### config.mk
export PLATFORM = sky130hd
export DESIGN_NAME = mdpm_device_flat
export DESIGN_NICKNAME = d
export VERILOG_FILES = /design/src/mdpm_pkg.sv /design/src/mdpm_link_if.sv /design/src/mdpm_device.sv /design/src/flat_wrapper.sv
export SDC_FILE = /design/constraint.sdc
export NUM_CORES = 1
export LEC_CHECK = 0
export BUFFER_PORTS_ARGS = -buffer_cell sky130_fd_sc_hd__buf_2
export CELL_PAD_IN_SITES_DETAIL_PLACEMENT = 0
export CELL_PAD_IN_SITES_GLOBAL_PLACEMENT = 1
export CORE_MARGIN = 5
export CORE_UTILIZATION = 35
export CTS_BUF_LIST = sky130_fd_sc_hd__clkbuf_4 sky130_fd_sc_hd__clkbuf_8 sky130_fd_sc_hd__clkbuf_16
export CTS_CLUSTER_SIZE = 16
export DETAILED_ROUTE_END_ITERATION = 8
export PLACE_DENSITY_LB_ADDON = 0.05
export SKIP_CTS_REPAIR_TIMING = 1
export SYNTH_ARGS = -nofsm -noshare
export SYNTH_HDL_FRONTEND = slang
export SYNTH_SLANG_ARGS = --single-unit
### constraint.sdc
create_clock -name core_clk -period 16.2 [get_ports core_clk]
set_clock_uncertainty 0.15 [all_clocks]
set_input_delay 0 -clock core_clk [delete_from_list [all_inputs] [get_ports core_clk]]
set_output_delay 0 -clock core_clk [all_outputs]
set_load 0.005 [all_outputs]
### src/mdpm_pkg.sv
// Shared constants and types for the motor drive power-mode and NV config block
package mdpm_pkg;
	// ----------------------------------------
	// Timing
	// ----------------------------------------
	localparam int CLK_HZ = 50_000_000;
	localparam int TICK_MS = 1;
	localparam int TICK_CYCLES = CLK_HZ / 1000 * TICK_MS;
	localparam int PROG_MS = 24;
	localparam int EN_ANA_MS = 50;
	localparam int EN_PWM_MS = 50;
	localparam int EX_ANA_MS = 20;
	localparam int EX_PWM_MS = 20;
	// ----------------------------------------
	// Speed thresholds (analog level codes)
	// ----------------------------------------
	localparam logic [7:0] LVL_EN_SB = 8'h10;
	localparam logic [7:0] LVL_EN_SL = 8'h10;
	localparam logic [7:0] LVL_EX_SB = 8'h20;
	localparam logic [7:0] LVL_EX_SL = 8'h40;
	// ----------------------------------------
	// Device register map
	// ----------------------------------------
	localparam logic [7:0] ADDR_SPEED_LO = 8'h00;
	localparam logic [7:0] ADDR_SPEED_HI = 8'h01;
	localparam logic [7:0] ADDR_DEV_CTRL = 8'h02;
	localparam logic [7:0] ADDR_NV_CTRL = 8'h03;
	localparam logic [7:0] ADDR_STATUS = 8'h10;
	localparam logic [7:0] ADDR_NV_FIRST = 8'h20;
	localparam logic [7:0] ADDR_NV_LAST = 8'h2B;
	localparam logic [7:0] ADDR_MODE = 8'h22;
	localparam int NV_BYTES = 12;
	localparam int IDX_PARAM_A = 0;
	localparam int IDX_PARAM_B = 1;
	localparam int IDX_MODE = 2;
	localparam logic [7:0] NV_DEFAULT = 8'h00;
	localparam logic [7:0] PROG_KEY = 8'hB6;
	localparam int NVC_GO_BIT = 0;
	localparam int NVC_LOAD_BIT = 1;
	localparam int NVC_INHIBIT_BIT = 2;
	localparam int STAT_BUSY_BIT = 0;
	localparam int STAT_LOWPWR_BIT = 6;
	// ----------------------------------------
	// Waveform
	// ----------------------------------------
	localparam int PHASE_STEPS = 24;
	localparam int PHASE_SHIFT = 8;
	localparam int SIN_SPAN = 220;
	localparam logic [7:0] CARRIER_TOP = 8'hFE;
	// ----------------------------------------
	// Host register map
	// ----------------------------------------
	localparam logic [4:0] H_PIN = 5'h00;
	localparam logic [4:0] H_LEVEL = 5'h01;
	localparam logic [4:0] H_DADDR = 5'h02;
	localparam logic [4:0] H_DWRITE = 5'h03;
	localparam logic [4:0] H_CMD = 5'h04;
	localparam logic [4:0] H_STAT = 5'h05;
	localparam logic [4:0] H_RESULT = 5'h06;
	localparam logic [4:0] H_BUF_FIRST = 5'h10;
	localparam logic [4:0] H_BUF_LAST = 5'h1B;
	localparam int HCMD_READ_BIT = 0;
	localparam int HCMD_PROG_BIT = 1;
	localparam int HST_REFUSED_BIT = 0;
	localparam int HST_BUSY_BIT = 1;
	localparam int HST_ALIVE_BIT = 2;
	// ----------------------------------------
	// Types
	// ----------------------------------------
	typedef enum logic [1:0] {MD_ANALOG = 2'b00, MD_PWM = 2'b01, MD_I2C = 2'b10} mdpm_mode_t;
	typedef enum logic {PM_RUN = 1'b0, PM_LOW = 1'b1} mdpm_pm_t;
	typedef enum logic [2:0] {
		HS_IDLE = 3'b000,
		HS_LOAD = 3'b001,
		HS_PARAM = 3'b010,
		HS_KEY = 3'b011,
		HS_GO = 3'b100,
		HS_POLL = 3'b101,
		HS_WAIT = 3'b110
	} mdpm_hs_t;
endpackage

### src/mdpm_link_if.sv
// Link between host controller and motor drive device
`timescale 1ns/1ns
`default_nettype none
interface mdpm_link_if;
	logic speed_pin;
	logic [7:0] speed_level;
	logic [7:0] bus_addr;
	logic [7:0] bus_wdata;
	logic bus_wr;
	logic bus_rd;
	logic [7:0] bus_rdata;
	logic bus_alive;
	modport dev (input speed_pin, speed_level, bus_addr, bus_wdata, bus_wr, bus_rd, output bus_rdata, bus_alive);
	modport host (output speed_pin, speed_level, bus_addr, bus_wdata, bus_wr, bus_rd, input bus_rdata, bus_alive);
endinterface
`default_nettype wire

### src/mdpm_device.sv
// Motor drive device: sine PWM, sleep/standby control, NV parameter store
//
// What this block does
// - One phase grounded, other two modulated
// - Peak duty sets largest duty per cycle
// - Amplitude scales linearly with peak duty
// - Low-power condition stops phase drive
// - Sleep variant turns regulator off
// - Sleep disables bus, resets volatile registers
// - Standby keeps regulator, registers, bus alive
// - Inhibit blocks entry, never forces exit
// - Status bit 6 at 0x10 flags low power in standby variant only (sleep blocks bus reads)
// - Analog mode uses level thresholds and timeouts
// - PWM mode uses pin low/high durations
// - I2C mode enters on zero speed value, exits on non-zero (standby) or pin/level (sleep)
// - Host wakes sleeping device via pin or speed level
// - Twelve bytes of non-volatile parameter storage
// - Host sets load bit, then writes parameters
// - Programming accepted only after unlock key
// - Host starts programming with write-go bit
// - Programming takes 24 ms, go self-clears
// - Host programs only with speed pin low, then polls go bit until clear
// - Resistance code in parameter register A
// - Back-EMF code in parameter register B
// - NV copied to working on reset, sleep exit
// - Direct register writes override stored values
`timescale 1ns/1ns
`default_nettype none
module mdpm_device #(
	parameter bit SLEEP_VARIANT = 1'b1,
	parameter int TICK_CYCLES = mdpm_pkg::TICK_CYCLES,
	parameter int PROG_MS = mdpm_pkg::PROG_MS,
	parameter int EN_ANA_MS = mdpm_pkg::EN_ANA_MS,
	parameter int EN_PWM_MS = mdpm_pkg::EN_PWM_MS,
	parameter int EX_ANA_MS = mdpm_pkg::EX_ANA_MS,
	parameter int EX_PWM_MS = mdpm_pkg::EX_PWM_MS
) (
	// Clock and reset
	input wire logic core_clk,
	input wire logic reset,
	// Host link
	mdpm_link_if.dev link,
	// Motor and power side
	output logic [2:0] phase_pwm,
	output logic drive_en,
	output logic regulator_en,
	output logic lowpower,
	output logic [7:0] peak_duty_cycle,
	output logic [6:0] phase_resistance_code,
	output logic [6:0] back_emf_constant_code
);
	// ----------------------------------------
	// Millisecond tick
	// ----------------------------------------
	logic [31:0] div_r;
	logic tick;
	assign tick = (div_r == 32'(TICK_CYCLES - 1));
	always_ff @(posedge core_clk) begin
		if (reset || tick) begin
			div_r <= '0;
		end else begin
			div_r <= div_r + 32'h1;
		end
	end

	// ----------------------------------------
	// Register state
	// ----------------------------------------
	mdpm_pkg::mdpm_pm_t pm_r;
	logic [8:0] speed_command_value_r;
	logic [7:0] program_unlock_key_r;
	logic nv_write_go_r;
	logic load_select_r;
	logic lowpower_inhibit_r;
	logic [7:0] work_r [mdpm_pkg::NV_BYTES];
	logic [7:0] nv_mem [mdpm_pkg::NV_BYTES] = '{default: mdpm_pkg::NV_DEFAULT};
	logic [15:0] prog_ms_r;
	logic prog_done;
	logic alive;
	logic wr_ok;
	logic rd_ok;
	logic in_nv;
	logic [3:0] nv_idx;
	logic trans;
	logic sleep_enter;
	logic sleep_exit;
	mdpm_pkg::mdpm_mode_t mode;

	assign alive = !(SLEEP_VARIANT && pm_r == mdpm_pkg::PM_LOW);
	assign wr_ok = link.bus_wr && alive;
	assign rd_ok = link.bus_rd && alive;
	assign in_nv = link.bus_addr >= mdpm_pkg::ADDR_NV_FIRST && link.bus_addr <= mdpm_pkg::ADDR_NV_LAST;
	assign nv_idx = 4'(link.bus_addr - mdpm_pkg::ADDR_NV_FIRST);
	assign sleep_enter = SLEEP_VARIANT && trans && pm_r == mdpm_pkg::PM_RUN;
	assign sleep_exit = SLEEP_VARIANT && trans && pm_r == mdpm_pkg::PM_LOW;
	assign prog_done = nv_write_go_r && tick && prog_ms_r == 16'(PROG_MS - 1);
	assign mode = mdpm_pkg::mdpm_mode_t'(work_r[mdpm_pkg::IDX_MODE][1:0]);

	// ----------------------------------------
	// Volatile control registers
	// ----------------------------------------
	always_ff @(posedge core_clk) begin
		if (reset || sleep_enter) begin
			speed_command_value_r <= '0;
			program_unlock_key_r <= '0;
			nv_write_go_r <= 1'b0;
			load_select_r <= 1'b0;
			lowpower_inhibit_r <= 1'b0;
		end else begin
			if (wr_ok && link.bus_addr == mdpm_pkg::ADDR_SPEED_LO) begin
				speed_command_value_r[7:0] <= link.bus_wdata;
			end
			if (wr_ok && link.bus_addr == mdpm_pkg::ADDR_SPEED_HI) begin
				speed_command_value_r[8] <= link.bus_wdata[0];
			end
			if (wr_ok && link.bus_addr == mdpm_pkg::ADDR_DEV_CTRL) begin
				program_unlock_key_r <= link.bus_wdata;
			end
			if (wr_ok && link.bus_addr == mdpm_pkg::ADDR_NV_CTRL) begin
				load_select_r <= link.bus_wdata[mdpm_pkg::NVC_LOAD_BIT];
				lowpower_inhibit_r <= link.bus_wdata[mdpm_pkg::NVC_INHIBIT_BIT];
				if (link.bus_wdata[mdpm_pkg::NVC_GO_BIT] && program_unlock_key_r == mdpm_pkg::PROG_KEY
						&& load_select_r) begin
					nv_write_go_r <= 1'b1;
				end
			end
			if (prog_done) begin
				nv_write_go_r <= 1'b0;
				program_unlock_key_r <= '0;
			end
		end
	end

	// ----------------------------------------
	// Programming timer
	// ----------------------------------------
	always_ff @(posedge core_clk) begin
		if (reset || !nv_write_go_r) begin
			prog_ms_r <= '0;
		end else if (tick) begin
			prog_ms_r <= prog_ms_r + 16'h1;
		end
	end

	// ----------------------------------------
	// Working parameters and NV store
	// ----------------------------------------
	always_ff @(posedge core_clk) begin
		if (reset || sleep_exit) begin
			for (int i = 0; i < mdpm_pkg::NV_BYTES; i++) begin
				work_r[i] <= nv_mem[i];
			end
		end else if (wr_ok && in_nv) begin
			work_r[nv_idx] <= link.bus_wdata;
		end
	end

	always_ff @(posedge core_clk) begin
		if (prog_done) begin
			for (int i = 0; i < mdpm_pkg::NV_BYTES; i++) begin
				nv_mem[i] <= work_r[i];
			end
		end
	end

	assign phase_resistance_code = work_r[mdpm_pkg::IDX_PARAM_A][6:0];
	assign back_emf_constant_code = work_r[mdpm_pkg::IDX_PARAM_B][6:0];

	// ----------------------------------------
	// Low-power entry and exit
	// ----------------------------------------
	logic cond;
	logic [15:0] limit;
	logic [15:0] hold_r;
	logic [7:0] en_lvl;
	logic [7:0] ex_lvl;
	assign en_lvl = SLEEP_VARIANT ? mdpm_pkg::LVL_EN_SL : mdpm_pkg::LVL_EN_SB;
	assign ex_lvl = SLEEP_VARIANT ? mdpm_pkg::LVL_EX_SL : mdpm_pkg::LVL_EX_SB;

	always_comb begin
		cond = 1'b0;
		limit = 16'(EN_ANA_MS);
		if (pm_r == mdpm_pkg::PM_RUN) begin
			case (mode)
				mdpm_pkg::MD_PWM: begin
					cond = !link.speed_pin;
					limit = 16'(EN_PWM_MS);
				end
				mdpm_pkg::MD_I2C: begin
					cond = speed_command_value_r == 9'h000;
					limit = 16'(EN_PWM_MS);
				end
				default: begin
					cond = link.speed_level < en_lvl;
					limit = 16'(EN_ANA_MS);
				end
			endcase
			cond = cond && !lowpower_inhibit_r;
		end else begin
			case (mode)
				mdpm_pkg::MD_PWM: begin
					cond = link.speed_pin;
					limit = 16'(EX_PWM_MS);
				end
				mdpm_pkg::MD_I2C: begin
					cond = SLEEP_VARIANT ? (link.speed_pin || link.speed_level > ex_lvl)
						: speed_command_value_r != 9'h000;
					limit = 16'(EX_PWM_MS);
				end
				default: begin
					cond = link.speed_level > ex_lvl;
					limit = 16'(EX_ANA_MS);
				end
			endcase
		end
	end

	assign trans = cond && hold_r >= limit;

	always_ff @(posedge core_clk) begin
		if (reset || !cond || trans) begin
			hold_r <= '0;
		end else if (tick && hold_r < limit) begin
			hold_r <= hold_r + 16'h1;
		end
	end

	always_ff @(posedge core_clk) begin
		if (reset) begin
			pm_r <= mdpm_pkg::PM_RUN;
		end else if (trans) begin
			pm_r <= (pm_r == mdpm_pkg::PM_RUN) ? mdpm_pkg::PM_LOW : mdpm_pkg::PM_RUN;
		end
	end

	assign drive_en = pm_r == mdpm_pkg::PM_RUN;
	assign lowpower = pm_r == mdpm_pkg::PM_LOW;
	assign regulator_en = alive;
	assign link.bus_alive = alive;

	// ----------------------------------------
	// Register read port
	// ----------------------------------------
	logic [7:0] rdata_r;
	always_ff @(posedge core_clk) begin
		if (reset || !rd_ok) begin
			rdata_r <= '0;
		end else if (in_nv) begin
			rdata_r <= work_r[nv_idx];
		end else begin
			case (link.bus_addr)
				mdpm_pkg::ADDR_SPEED_LO: rdata_r <= speed_command_value_r[7:0];
				mdpm_pkg::ADDR_SPEED_HI: rdata_r <= {7'h00, speed_command_value_r[8]};
				mdpm_pkg::ADDR_NV_CTRL: rdata_r <= {5'h00, lowpower_inhibit_r, load_select_r, nv_write_go_r};
				mdpm_pkg::ADDR_STATUS: begin
					rdata_r <= '0;
					rdata_r[mdpm_pkg::STAT_LOWPWR_BIT] <= lowpower;
					rdata_r[mdpm_pkg::STAT_BUSY_BIT] <= nv_write_go_r;
				end
				default: rdata_r <= '0;
			endcase
		end
	end
	assign link.bus_rdata = rdata_r;

	// ----------------------------------------
	// Peak duty from selected speed source
	// ----------------------------------------
	logic [7:0] win_r;
	logic [7:0] hi_r;
	logic [7:0] pin_duty_r;
	logic [7:0] cmd_duty;
	logic [8:0] comp_sum;
	always_ff @(posedge core_clk) begin
		if (reset || win_r == mdpm_pkg::CARRIER_TOP) begin
			win_r <= '0;
			hi_r <= '0;
			pin_duty_r <= reset ? 8'h00 : 8'(hi_r + 8'(link.speed_pin));
		end else begin
			win_r <= win_r + 8'h01;
			hi_r <= 8'(hi_r + 8'(link.speed_pin));
		end
	end

	always_comb begin
		case (mode)
			mdpm_pkg::MD_PWM: cmd_duty = pin_duty_r;
			mdpm_pkg::MD_I2C: cmd_duty = speed_command_value_r[8:1];
			default: cmd_duty = link.speed_level;
		endcase
	end
	assign comp_sum = {1'b0, cmd_duty} + {4'h0, phase_resistance_code[6:2]};

	always_ff @(posedge core_clk) begin
		if (reset || cmd_duty == 8'h00) begin
			peak_duty_cycle <= '0;
		end else begin
			peak_duty_cycle <= comp_sum[8] ? 8'hFF : comp_sum[7:0];
		end
	end

	// ----------------------------------------
	// Electrical angle and carrier
	// ----------------------------------------
	logic [11:0] step_r;
	logic [4:0] theta_r;
	logic [7:0] carrier_r;
	always_ff @(posedge core_clk) begin
		if (reset) begin
			step_r <= '0;
			theta_r <= '0;
		end else if (step_r == 12'h000) begin
			step_r <= {back_emf_constant_code, 5'h00};
			theta_r <= (theta_r == 5'(mdpm_pkg::PHASE_STEPS - 1)) ? 5'h00 : theta_r + 5'h01;
		end else begin
			step_r <= step_r - 12'h001;
		end
	end

	always_ff @(posedge core_clk) begin
		if (reset || carrier_r == mdpm_pkg::CARRIER_TOP) begin
			carrier_r <= '0;
		end else begin
			carrier_r <= carrier_r + 8'h01;
		end
	end

	// ----------------------------------------
	// Pure sine table, lowest phase shifted to zero
	// ----------------------------------------
	function automatic logic [7:0] qsin(input logic [2:0] k);
		case (k)
			3'h0: qsin = 8'h00;
			3'h1: qsin = 8'h21;
			3'h2: qsin = 8'h40;
			3'h3: qsin = 8'h5A;
			3'h4: qsin = 8'h6E;
			3'h5: qsin = 8'h7B;
			default: qsin = 8'h7F;
		endcase
	endfunction

	function automatic logic signed [8:0] sin_at(input logic [5:0] i);
		if (i <= 6'h06) sin_at = $signed({1'b0, qsin(3'(i))});
		else if (i <= 6'h0C) sin_at = $signed({1'b0, qsin(3'(6'h0C - i))});
		else if (i <= 6'h12) sin_at = -$signed({1'b0, qsin(3'(i - 6'h0C))});
		else sin_at = -$signed({1'b0, qsin(3'(6'h18 - i))});
	endfunction

	logic signed [8:0] vph [3];
	logic signed [8:0] vmin;
	assign vmin = (vph[0] < vph[1]) ? ((vph[0] < vph[2]) ? vph[0] : vph[2]) : ((vph[1] < vph[2]) ? vph[1] : vph[2]);

	for (genvar k = 0; k < 3; k++) begin : g_phase
		logic [5:0] sum;
		logic [5:0] idx;
		logic [16:0] prod;
		logic [16:0] quo;
		logic [7:0] duty;
		assign sum = {1'b0, theta_r} + 6'(mdpm_pkg::PHASE_SHIFT * k);
		assign idx = (sum >= 6'(mdpm_pkg::PHASE_STEPS)) ? sum - 6'(mdpm_pkg::PHASE_STEPS) : sum;
		assign vph[k] = sin_at(idx);
		assign prod = 17'(9'(vph[k] - vmin)) * 17'(peak_duty_cycle);
		assign quo = prod / 17'(mdpm_pkg::SIN_SPAN);
		assign duty = (quo > 17'h000FF) ? 8'hFF : quo[7:0];
		always_ff @(posedge core_clk) begin
			if (reset) begin
				phase_pwm[k] <= 1'b0;
			end else begin
				phase_pwm[k] <= drive_en && (carrier_r < duty);
			end
		end
	end
endmodule // mdpm_device
`default_nettype wire

### src/flat_wrapper.sv
// flat-port wrapper written by rule: the top's interface ports become plain ports
module mdpm_device_flat 
#(
	parameter bit SLEEP_VARIANT = 1'b1,
	parameter int TICK_CYCLES = mdpm_pkg::TICK_CYCLES,
	parameter int PROG_MS = mdpm_pkg::PROG_MS,
	parameter int EN_ANA_MS = mdpm_pkg::EN_ANA_MS,
	parameter int EN_PWM_MS = mdpm_pkg::EN_PWM_MS,
	parameter int EX_ANA_MS = mdpm_pkg::EX_ANA_MS,
	parameter int EX_PWM_MS = mdpm_pkg::EX_PWM_MS
)
  (core_clk, reset, phase_pwm, drive_en, regulator_en, lowpower, peak_duty_cycle, phase_resistance_code, back_emf_constant_code, link_speed_pin, link_speed_level, link_bus_addr, link_bus_wdata, link_bus_wr, link_bus_rd, link_bus_rdata, link_bus_alive);
  mdpm_link_if link_i ();
  input wire logic core_clk;
  input wire logic reset;
  output logic [2:0] phase_pwm;
  output logic drive_en;
  output logic regulator_en;
  output logic lowpower;
  output logic [7:0] peak_duty_cycle;
  output logic [6:0] phase_resistance_code;
  output logic [6:0] back_emf_constant_code;
  input wire logic [$bits(link_i.speed_pin)-1:0] link_speed_pin;
  input wire logic [$bits(link_i.speed_level)-1:0] link_speed_level;
  input wire logic [$bits(link_i.bus_addr)-1:0] link_bus_addr;
  input wire logic [$bits(link_i.bus_wdata)-1:0] link_bus_wdata;
  input wire logic [$bits(link_i.bus_wr)-1:0] link_bus_wr;
  input wire logic [$bits(link_i.bus_rd)-1:0] link_bus_rd;
  output wire logic [$bits(link_i.bus_rdata)-1:0] link_bus_rdata;
  output wire logic [$bits(link_i.bus_alive)-1:0] link_bus_alive;
  assign link_i.speed_pin = link_speed_pin;
  assign link_i.speed_level = link_speed_level;
  assign link_i.bus_addr = link_bus_addr;
  assign link_i.bus_wdata = link_bus_wdata;
  assign link_i.bus_wr = link_bus_wr;
  assign link_i.bus_rd = link_bus_rd;
  assign link_bus_rdata = link_i.bus_rdata;
  assign link_bus_alive = link_i.bus_alive;
  mdpm_device #(.SLEEP_VARIANT(SLEEP_VARIANT), .TICK_CYCLES(TICK_CYCLES), .PROG_MS(PROG_MS), .EN_ANA_MS(EN_ANA_MS), .EN_PWM_MS(EN_PWM_MS), .EX_ANA_MS(EX_ANA_MS), .EX_PWM_MS(EX_PWM_MS)) u_core (.core_clk(core_clk), .reset(reset), .link(link_i), .phase_pwm(phase_pwm), .drive_en(drive_en), .regulator_en(regulator_en), .lowpower(lowpower), .peak_duty_cycle(peak_duty_cycle), .phase_resistance_code(phase_resistance_code), .back_emf_constant_code(back_emf_constant_code));
endmodule
**Word level (Yosys, flattened, before mapping)**

Memory sizes are Yosys's and may differ from the RTL's.
Cells that the tools add are included.
Widths: inputs -> output; s select.

- Bitwise logic cells: 1
- Multipliers: 3
- Eq/ne operators: 72
- $lt $le $gt $ge: 27
- $add $sub $neg: 33
- Muxes and demuxes: 70
- Reduce and logical (&&, ||, !) cells: 57
- Divide/modulo/power cells: 3

Operators with widths:

| operator | number |
|---|---|
| $pmux 7 s6 | 12 |
| $mux 8 | 24 |
| $mux 9 | 12 |
| $eq 3x2->1 const B | 24 |
| $eq 3x3->1 const B | 24 |
| $neg 8->9 | 6 |
| $div 17x8->17 const B | 3 |
| $gt 17x8->1 const B | 3 |
| $mul 9x9->17 | 3 |
| $eq 3x1->1 const B | 12 |
| $logic_not 3->1 | 12 |
| $add 16x1->16 const B | 2 |
| $add 32x1->32 const B | 1 |
| $eq 32x16->1 const B | 1 |
| $pmux 8 s4 | 1 |
| $lt 9x9->1 | 3 |
| $sub 9x9->9 | 3 |
| $eq 8x8->1 const B | 3 |
| $lt 8x8->1 | 3 |
| $mux 6 | 4 |
| $logic_and 1x1->1 | 20 |
| $le 6x3->1 const B | 3 |
| $le 6x4->1 const B | 3 |
| $le 6x5->1 const B | 3 |
| 43 further kinds | 81 |

- Memories kept: 2
- Register bits after elaboration: 153
- RAM bits: 192
- Bits of input ports: 29

Memory list:

| memory | words | bits a word | rd ports | clocked after Yosys merged registers in | wr ports | line | source |
|---|---|---|---|---|---|---|---|
| u_core.nv_mem | 12 | 8 | 12 | 0 | 12 | mdpm_device.sv:76 | `logic [7:0] nv_mem [mdpm_pkg::NV_BYTES] = '{default: mdpm_pkg::NV_DEFAULT};` |
| u_core.work_r | 12 | 8 | 13 | 0 | 12 | mdpm_device.sv:75 | `logic [7:0] work_r [mdpm_pkg::NV_BYTES];` |

**Longest topological paths before layout**

- Depth in word-level cells: 23
- Gate-level depth with buffers: 86

**Worst setup path after synthesis**

No wires, ideal clock.

- Path type: register -> register
- Start point: register u_core.theta_r[3]
- End point: register u_core.phase_pwm[1]
- Arrival: 17.717 ns
- Library setup time: 0.125 ns
- Buffers on the path: 6
- Slack: -1.792 ns
- Cell stages (with the launch flop): 82
- Required time: 15.925 ns
- Cell sequence: dfxtp_1 -> clkbuf_1 -> inv_1 -> ha_1 -> nor2b_1 -> o21ai_0 -> a221oi_1 -> clkbuf_1 -> mux2i_1 -> nand2_1 -> a22oi_1 -> inv_1 -> ha_1 -> inv_1 -> a31oi_1 -> o21a_1 -> o21ai_0 -> a21oi_1 -> [46 not listed] -> a211o_1 -> a21boi_4 -> o22ai_1 -> or4_1 -> buf_2 -> nand2_2 -> a21oi_4 -> a21oi_4 -> nand3_2 -> o311a_1 -> o31ai_1 -> nor2_1 -> ha_1 -> nand3_1 -> nor2_1 -> o2111ai_1 -> o41a_1 -> o41a_1

- Longest elaborated chain between the ends: 23

Ends and longest elaborated chain:

| what | line | source |
|---|---|---|
| start: declaration | mdpm_device.sv:306 | `logic [4:0] theta_r;` |
| start signal: assignment | mdpm_device.sv:314 | `theta_r <= (theta_r == 5'(mdpm_pkg::PHASE_STEPS - 1)) ? 5'h00 : theta_r + 5'h01;` |
| $add 5x4->6 or $add 5x5->6 (tied branches) | mdpm_device.sv:360 | `assign sum = {1'b0, theta_r} + 6'(mdpm_pkg::PHASE_SHIFT * k);` |
| $ge 6x5->1 | mdpm_device.sv:361 | `assign idx = (sum >= 6'(mdpm_pkg::PHASE_STEPS)) ? sum - 6'(mdpm_pkg::PHASE_STEPS) : sum;` |
| $mux 6 | mdpm_device.sv:361 |  |
| $sub 1x3->3 or $sub 3x3->3 (tied branches) | mdpm_device.sv:347, mdpm_device.sv:346 |  |
| $eq 3x3->1, or another cell as far along | mdpm_device.sv:332 | `case (k)` |
| $pmux 7 s6 | mdpm_device.sv:332 |  |
| $mux 8 | mdpm_device.sv:346 | `else if (i <= 6'h12) sin_at = -$signed({1'b0, qsin(3'(i - 6'h0C))});` |
| $mux 8 | mdpm_device.sv:345 | `else if (i <= 6'h0C) sin_at = $signed({1'b0, qsin(3'(6'h0C - i))});` |
| [6 not listed] | -- |  |
| $mux 9 (2 in a row) | mdpm_device.sv:352 | `assign vmin = (vph[0] < vph[1]) ? ((vph[0] < vph[2]) ? vph[0] : vph[2]) : ((vph[1] < vph[2]) ? vph[1] : vph[2] ...` |
| $sub 9x9->9 (*) | mdpm_device.sv:363 | `assign prod = 17'(9'(vph[k] - vmin)) * 17'(peak_duty_cycle);` |
| $mul 9x9->17 (*) | mdpm_device.sv:363 |  |
| $div 17x8->17 (*) | mdpm_device.sv:364 | `assign quo = prod / 17'(mdpm_pkg::SIN_SPAN);` |
| $gt 17x8->1 | mdpm_device.sv:365 | `assign duty = (quo > 17'h000FF) ? 8'hFF : quo[7:0];` |
| $mux 8 (*) | mdpm_device.sv:365 |  |
| $lt 8x8->1 (*) | mdpm_device.sv:370 | `phase_pwm[k] <= drive_en && (carrier_r < duty);` |
| $logic_and 1x1->1 (*) | mdpm_device.sv:370 |  |
| end signal: indexed assignment | mdpm_device.sv:370 |  |
| end: declaration | mdpm_device.sv:44 | `output logic [2:0] phase_pwm,` |

Every way passes the cells marked *; elsewhere a longest branch is shown, timed or not. The select of a mux whose other input is x is not followed.
A chain may end at the register's enable or synchronous reset.

**Final worst setup path**

- Start point: register u_core.theta_r[0]
- End point: register u_core.phase_pwm[1]

- Longest elaborated chain between the ends: 23

Ends and longest elaborated chain:

| what | line |
|---|---|
| $add 5x4->6 or $add 5x5->6 (tied branches) | mdpm_device.sv:360 |
| $sub 6x5->6 or $ge 6x5->1 (tied branches) | mdpm_device.sv:361 |
| $mux 6 | mdpm_device.sv:361 |
| $sub 1x3->3 or $sub 3x3->3 (tied branches) | mdpm_device.sv:347, mdpm_device.sv:346 |
| $eq 3x3->1, or another cell as far along | mdpm_device.sv:332 |
| $pmux 7 s6 | mdpm_device.sv:332 |
| $mux 8 | mdpm_device.sv:346 |
| $mux 8 | mdpm_device.sv:345 |
| [6 not listed] | -- |
| $mux 9 (2 in a row) | mdpm_device.sv:352 |
| $sub 9x9->9 (*) | mdpm_device.sv:363 |
| $mul 9x9->17 (*) | mdpm_device.sv:363 |
| $div 17x8->17 (*) | mdpm_device.sv:364 |
| $gt 17x8->1 | mdpm_device.sv:365 |
| $mux 8 (*) | mdpm_device.sv:365 |
| $lt 8x8->1 (*) | mdpm_device.sv:370 |
| $logic_and 1x1->1 (*) | mdpm_device.sv:370 |

Marked as above.

==> impl_metrics.py <==
metrics = {
    "job": {
        "drv_cap": 0,
    },
    "sta": {
        "period_minus_slack_ns": 16.83,
        "timing.hold.ws_ns": -0.0484,
        "fin_crit_sh": 1.04,
        "tns_ns": -1.49,
        "setup_viol": 3,
        "slew_violations": 0,
        "worstMarginPinSlew_ns": 1.04,
        "max_freq_ghz": 0.0594,
        "timing.final.ws_setup_ns": -0.626,
        "slew_headroom": 0.309,
        "rsz0062_at_grt": "yes",
        "hold_violations": 2,
    },
    "drt": {
        "ant_nets": 0,
        "dr_total_vias": 30500,
        "vias_per_cell": 5.20,
        "drcViolationCount": 0,
        "dr.pass1.iters": 5,
        "avgRoutedWirePerCell_um": 17.1,
        "wl_um": 101000,
        "drtIter0Drc": 1661,
    },
    "global_routing": {
        "grt_max_degree": 72,
        "grt_usage": 0.189,
        "antenna_found_initial": 2,
        "grt_pass1_vias": 31100,
        "grt_overflow": 0,
        "grt_pass1_wl_um": 162000,
    },
    "synth": {
        "ys_top_cells_by_area": "edfxtp_1 18%, fa_1 10%, dfxtp_1 8.7%",
        "synth_top_cell_area_share": 0.180,
        "synth_top_area_cell": "edfxtp_1",
        "synth_flop_cell": "edfxtp_1",
        "synth_area_per_cell_sq_um": 8.95,
        "ys_async_sr_fraction": 0,
        "synth_cell_types": 117,
        "synth-seq-cells": 345,
        "synthCells": 3724,
        "synthesis.area_sq_um": 33300,
        "yosysSeqAreaShare": 0.267,
        "synth-edff-count": 200,
        "yosysWarnings": 0,
    },
    "clock_tree": {
        "clock_latency_ns": 0.60,
        "cts_htree_levels": 2,
        "path_clk_slew_ns": 0.06,
        "cts_tree": "built",
        "cts_root_buf": "clkbuf_16",
        "clock-sinks": 345,
        "clock_path_buffers": 3,
        "cts_buffers": 40,
    },
    "critical_path": {
        "endpoint_kind": "flop",
        "crit_top_cell": "buf_4",
        "crit_arrival_ns": 17.19,
        "cp_num_buf_inv": 10,
        "critPathKind": "flop to flop",
        "cp.required_ns": 16.57,
        "path_max_fanout": 6,
        "critPathMaxStageDelay_ns": 0.62,
        "cp_top_family": "compound AO/OA/AOI/OAI gates",
        "r2r_slack_ns": -0.63,
        "start_kind": "flop",
        "crit_slowest_cell": "or4_1",
    },
    "floorplanning": {
        "ios": 66,
        "die_w_um": 319,
        "rows": 113,
        "die_area_sq_um": 102000,
        "fp.dieH_um": 319,
        "core_area_sq_um": 94700,
        "initial_utilization": 0.352,
    },
    "cells_and_area": {
        "n_antenna_cell": 0,
        "layout-drive-gt1-share": 0.326,
        "fin_cells": 5876,
        "area_delta_synth_final_pct": 34.3,
        "layout.nets": 4977,
    },
    "placement": {
        "dp_cells": 5733,
        "place_congestion": 0.856,
        "port_buffers": 65,
        "hpwl_um": 78600,
    },
    "run_status": {
        "status": "finished with violations",
        "violations": "hold timing, setup timing",
    },
    "worst_hold_path": {
        "hp-class": "input pin to flop",
    },
}
-- synth_stat cells (30+ instances only) --
library cell and n:
edfxtp_1 200, nor3_1 90, o21ai_0 108, mux2_2 122
inv_1 362, fa_1 172, a211oi_1 48, ha_1 196
nor2b_1 49, and2_1 109, a31oi_1 48, nor2_1 315
nor4_1 33, mux2i_1 53, clkbuf_1 123, dfxtp_1 145
a21o_1 53, a21oi_1 169, nand3_1 108, xor2_1 85
nand4_1 30, xnor2_1 121, or3_1 31, nand2_1 319
o211ai_1 40
-- worst reg2reg max path, delay by kind of cell, from the launching register on --
kind	cells	cell delay, ns
DFF	1	0.36
adders and majority gates	12	3.92
muxes	4	1.06
xor gates and xnor gates	4	0.78
and+or+nand+nor	15	3.18
AOI/OAI and AO/OA	34	6.14
buffers and inverters	10	1.14
-- cells by family (layout without fill, tap and decap cells) --
family / after synthesis / in the layout / share of synthesized area
compound gates: 814 / 814 / 0.174
flops: 345 / 345 / 0.267
mux: 200 / 200 / 0.0737
fa+ha+maj: 390 / 390 / 0.183
buf+inv: 519 / 1398 / 0.0607
simple gates: 1245 / 1245 / 0.185
xor+xnor: 210 / 210 / 0.0565
other cells: 1 / 9 / 0.000113
-- path summary, 6_finish.rpt --
kind,from,end,depth (start not counted)
max reg2reg,u_core.theta_r[0],u_core.phase_pwm[1],79
min,link_speed_level[0],u_core.peak_duty_cycle[0],6
min reg2reg,u_core.work_r[8][5],u_core.nv_mem[2][5],0
max,u_core.theta_r[0],u_core.phase_pwm[1],79
-- cell usage in the layout, fill, tap and decap left out, drive strengths merged, types with 19 or more instances in the layout --
| master | n |
|---|---|
| nand2b | 29 |
| o21a | 30 |
| a22oi | 20 |
| a31oi | 48 |
| fa | 172 |
| clkbuf | 49 |
| nand3 | 109 |
| nand2 | 320 |
| mux4 | 24 |
| inv | 366 |
| dfxtp | 145 |
| buf | 934 |
| ha | 196 |
| and3 | 29 |
| o22ai | 20 |
| nor4 | 34 |
| nand4 | 30 |
| a211oi | 50 |
| and2 | 111 |
| xnor2 | 121 |
| maj3 | 22 |
| o31ai | 19 |
| o21ai | 129 |
| a21o | 53 |
| or3 | 31 |
| nor3 | 94 |
| mux2i | 53 |
| a21oi | 175 |
| nor2 | 315 |
| dlygate4sd3 | 29 |
| o211ai | 40 |
| or2 | 24 |
| nor2b | 49 |
| edfxtp | 200 |
| xor2 | 87 |
| mux2 | 123 |
-- metal layers --
metal / vias to the layer above / wire, um / GRT usage
met5: - / 0 / 0
met4: 0 / 1810 / 0.0408
met3: 109 / 2790 / 0.0186
met2: 462 / 50500 / 0.344
met1: 14900 / 45500 / 0.245
li1: 15000 / - / -
-- stage by stage --
step,area [sq um],util,worst slack (ns),hold WS [ns]
3_3_place_gp,41600,0.439,-0.810,0.241
4_1_cts,43000,0.454,-1.03,-0.336
2_1_floorplan,34300,-,-0.440,0.0526
6_report,44800,0.473,-0.626,-0.0484
5_1_grt,44800,0.473,-1.46,0.00555
3_5_place_dp,41600,0.439,-0.946,0.230
-- flip-flops by register name (all words and copies together) (netlist names), 3 cells and up --
name / flops
u_core.program_unlock_key_r: 8
u_core.speed_command_value_r: 9
u_core.link.bus_rdata: 8
u_core.step_r: 12
u_core.carrier_r: 8
u_core.hi_r: 8
u_core.prog_ms_r: 16
u_core.div_r: 32
u_core.peak_duty_cycle: 8
u_core.pin_duty_r: 8
u_core.win_r: 8
u_core.nv_mem: 96
u_core.hold_r: 16
u_core.work_r: 96
u_core.phase_pwm: 3
u_core.theta_r: 5
-- final cells by class --
cell class              instances  area, sq um
fillers                      9164        50000
multi-input cells            2868        24300
clock inverters                24          294
inverters                     362         1370
flip-flops and latches        345         8920
well taps                    1265         1580
repair buffers                963         7190
clock buffers                  49         1080
Power is left out: the tool's default activity adds up to more than one toggle a clock period on the data nets, which glitch-free logic cannot reach.
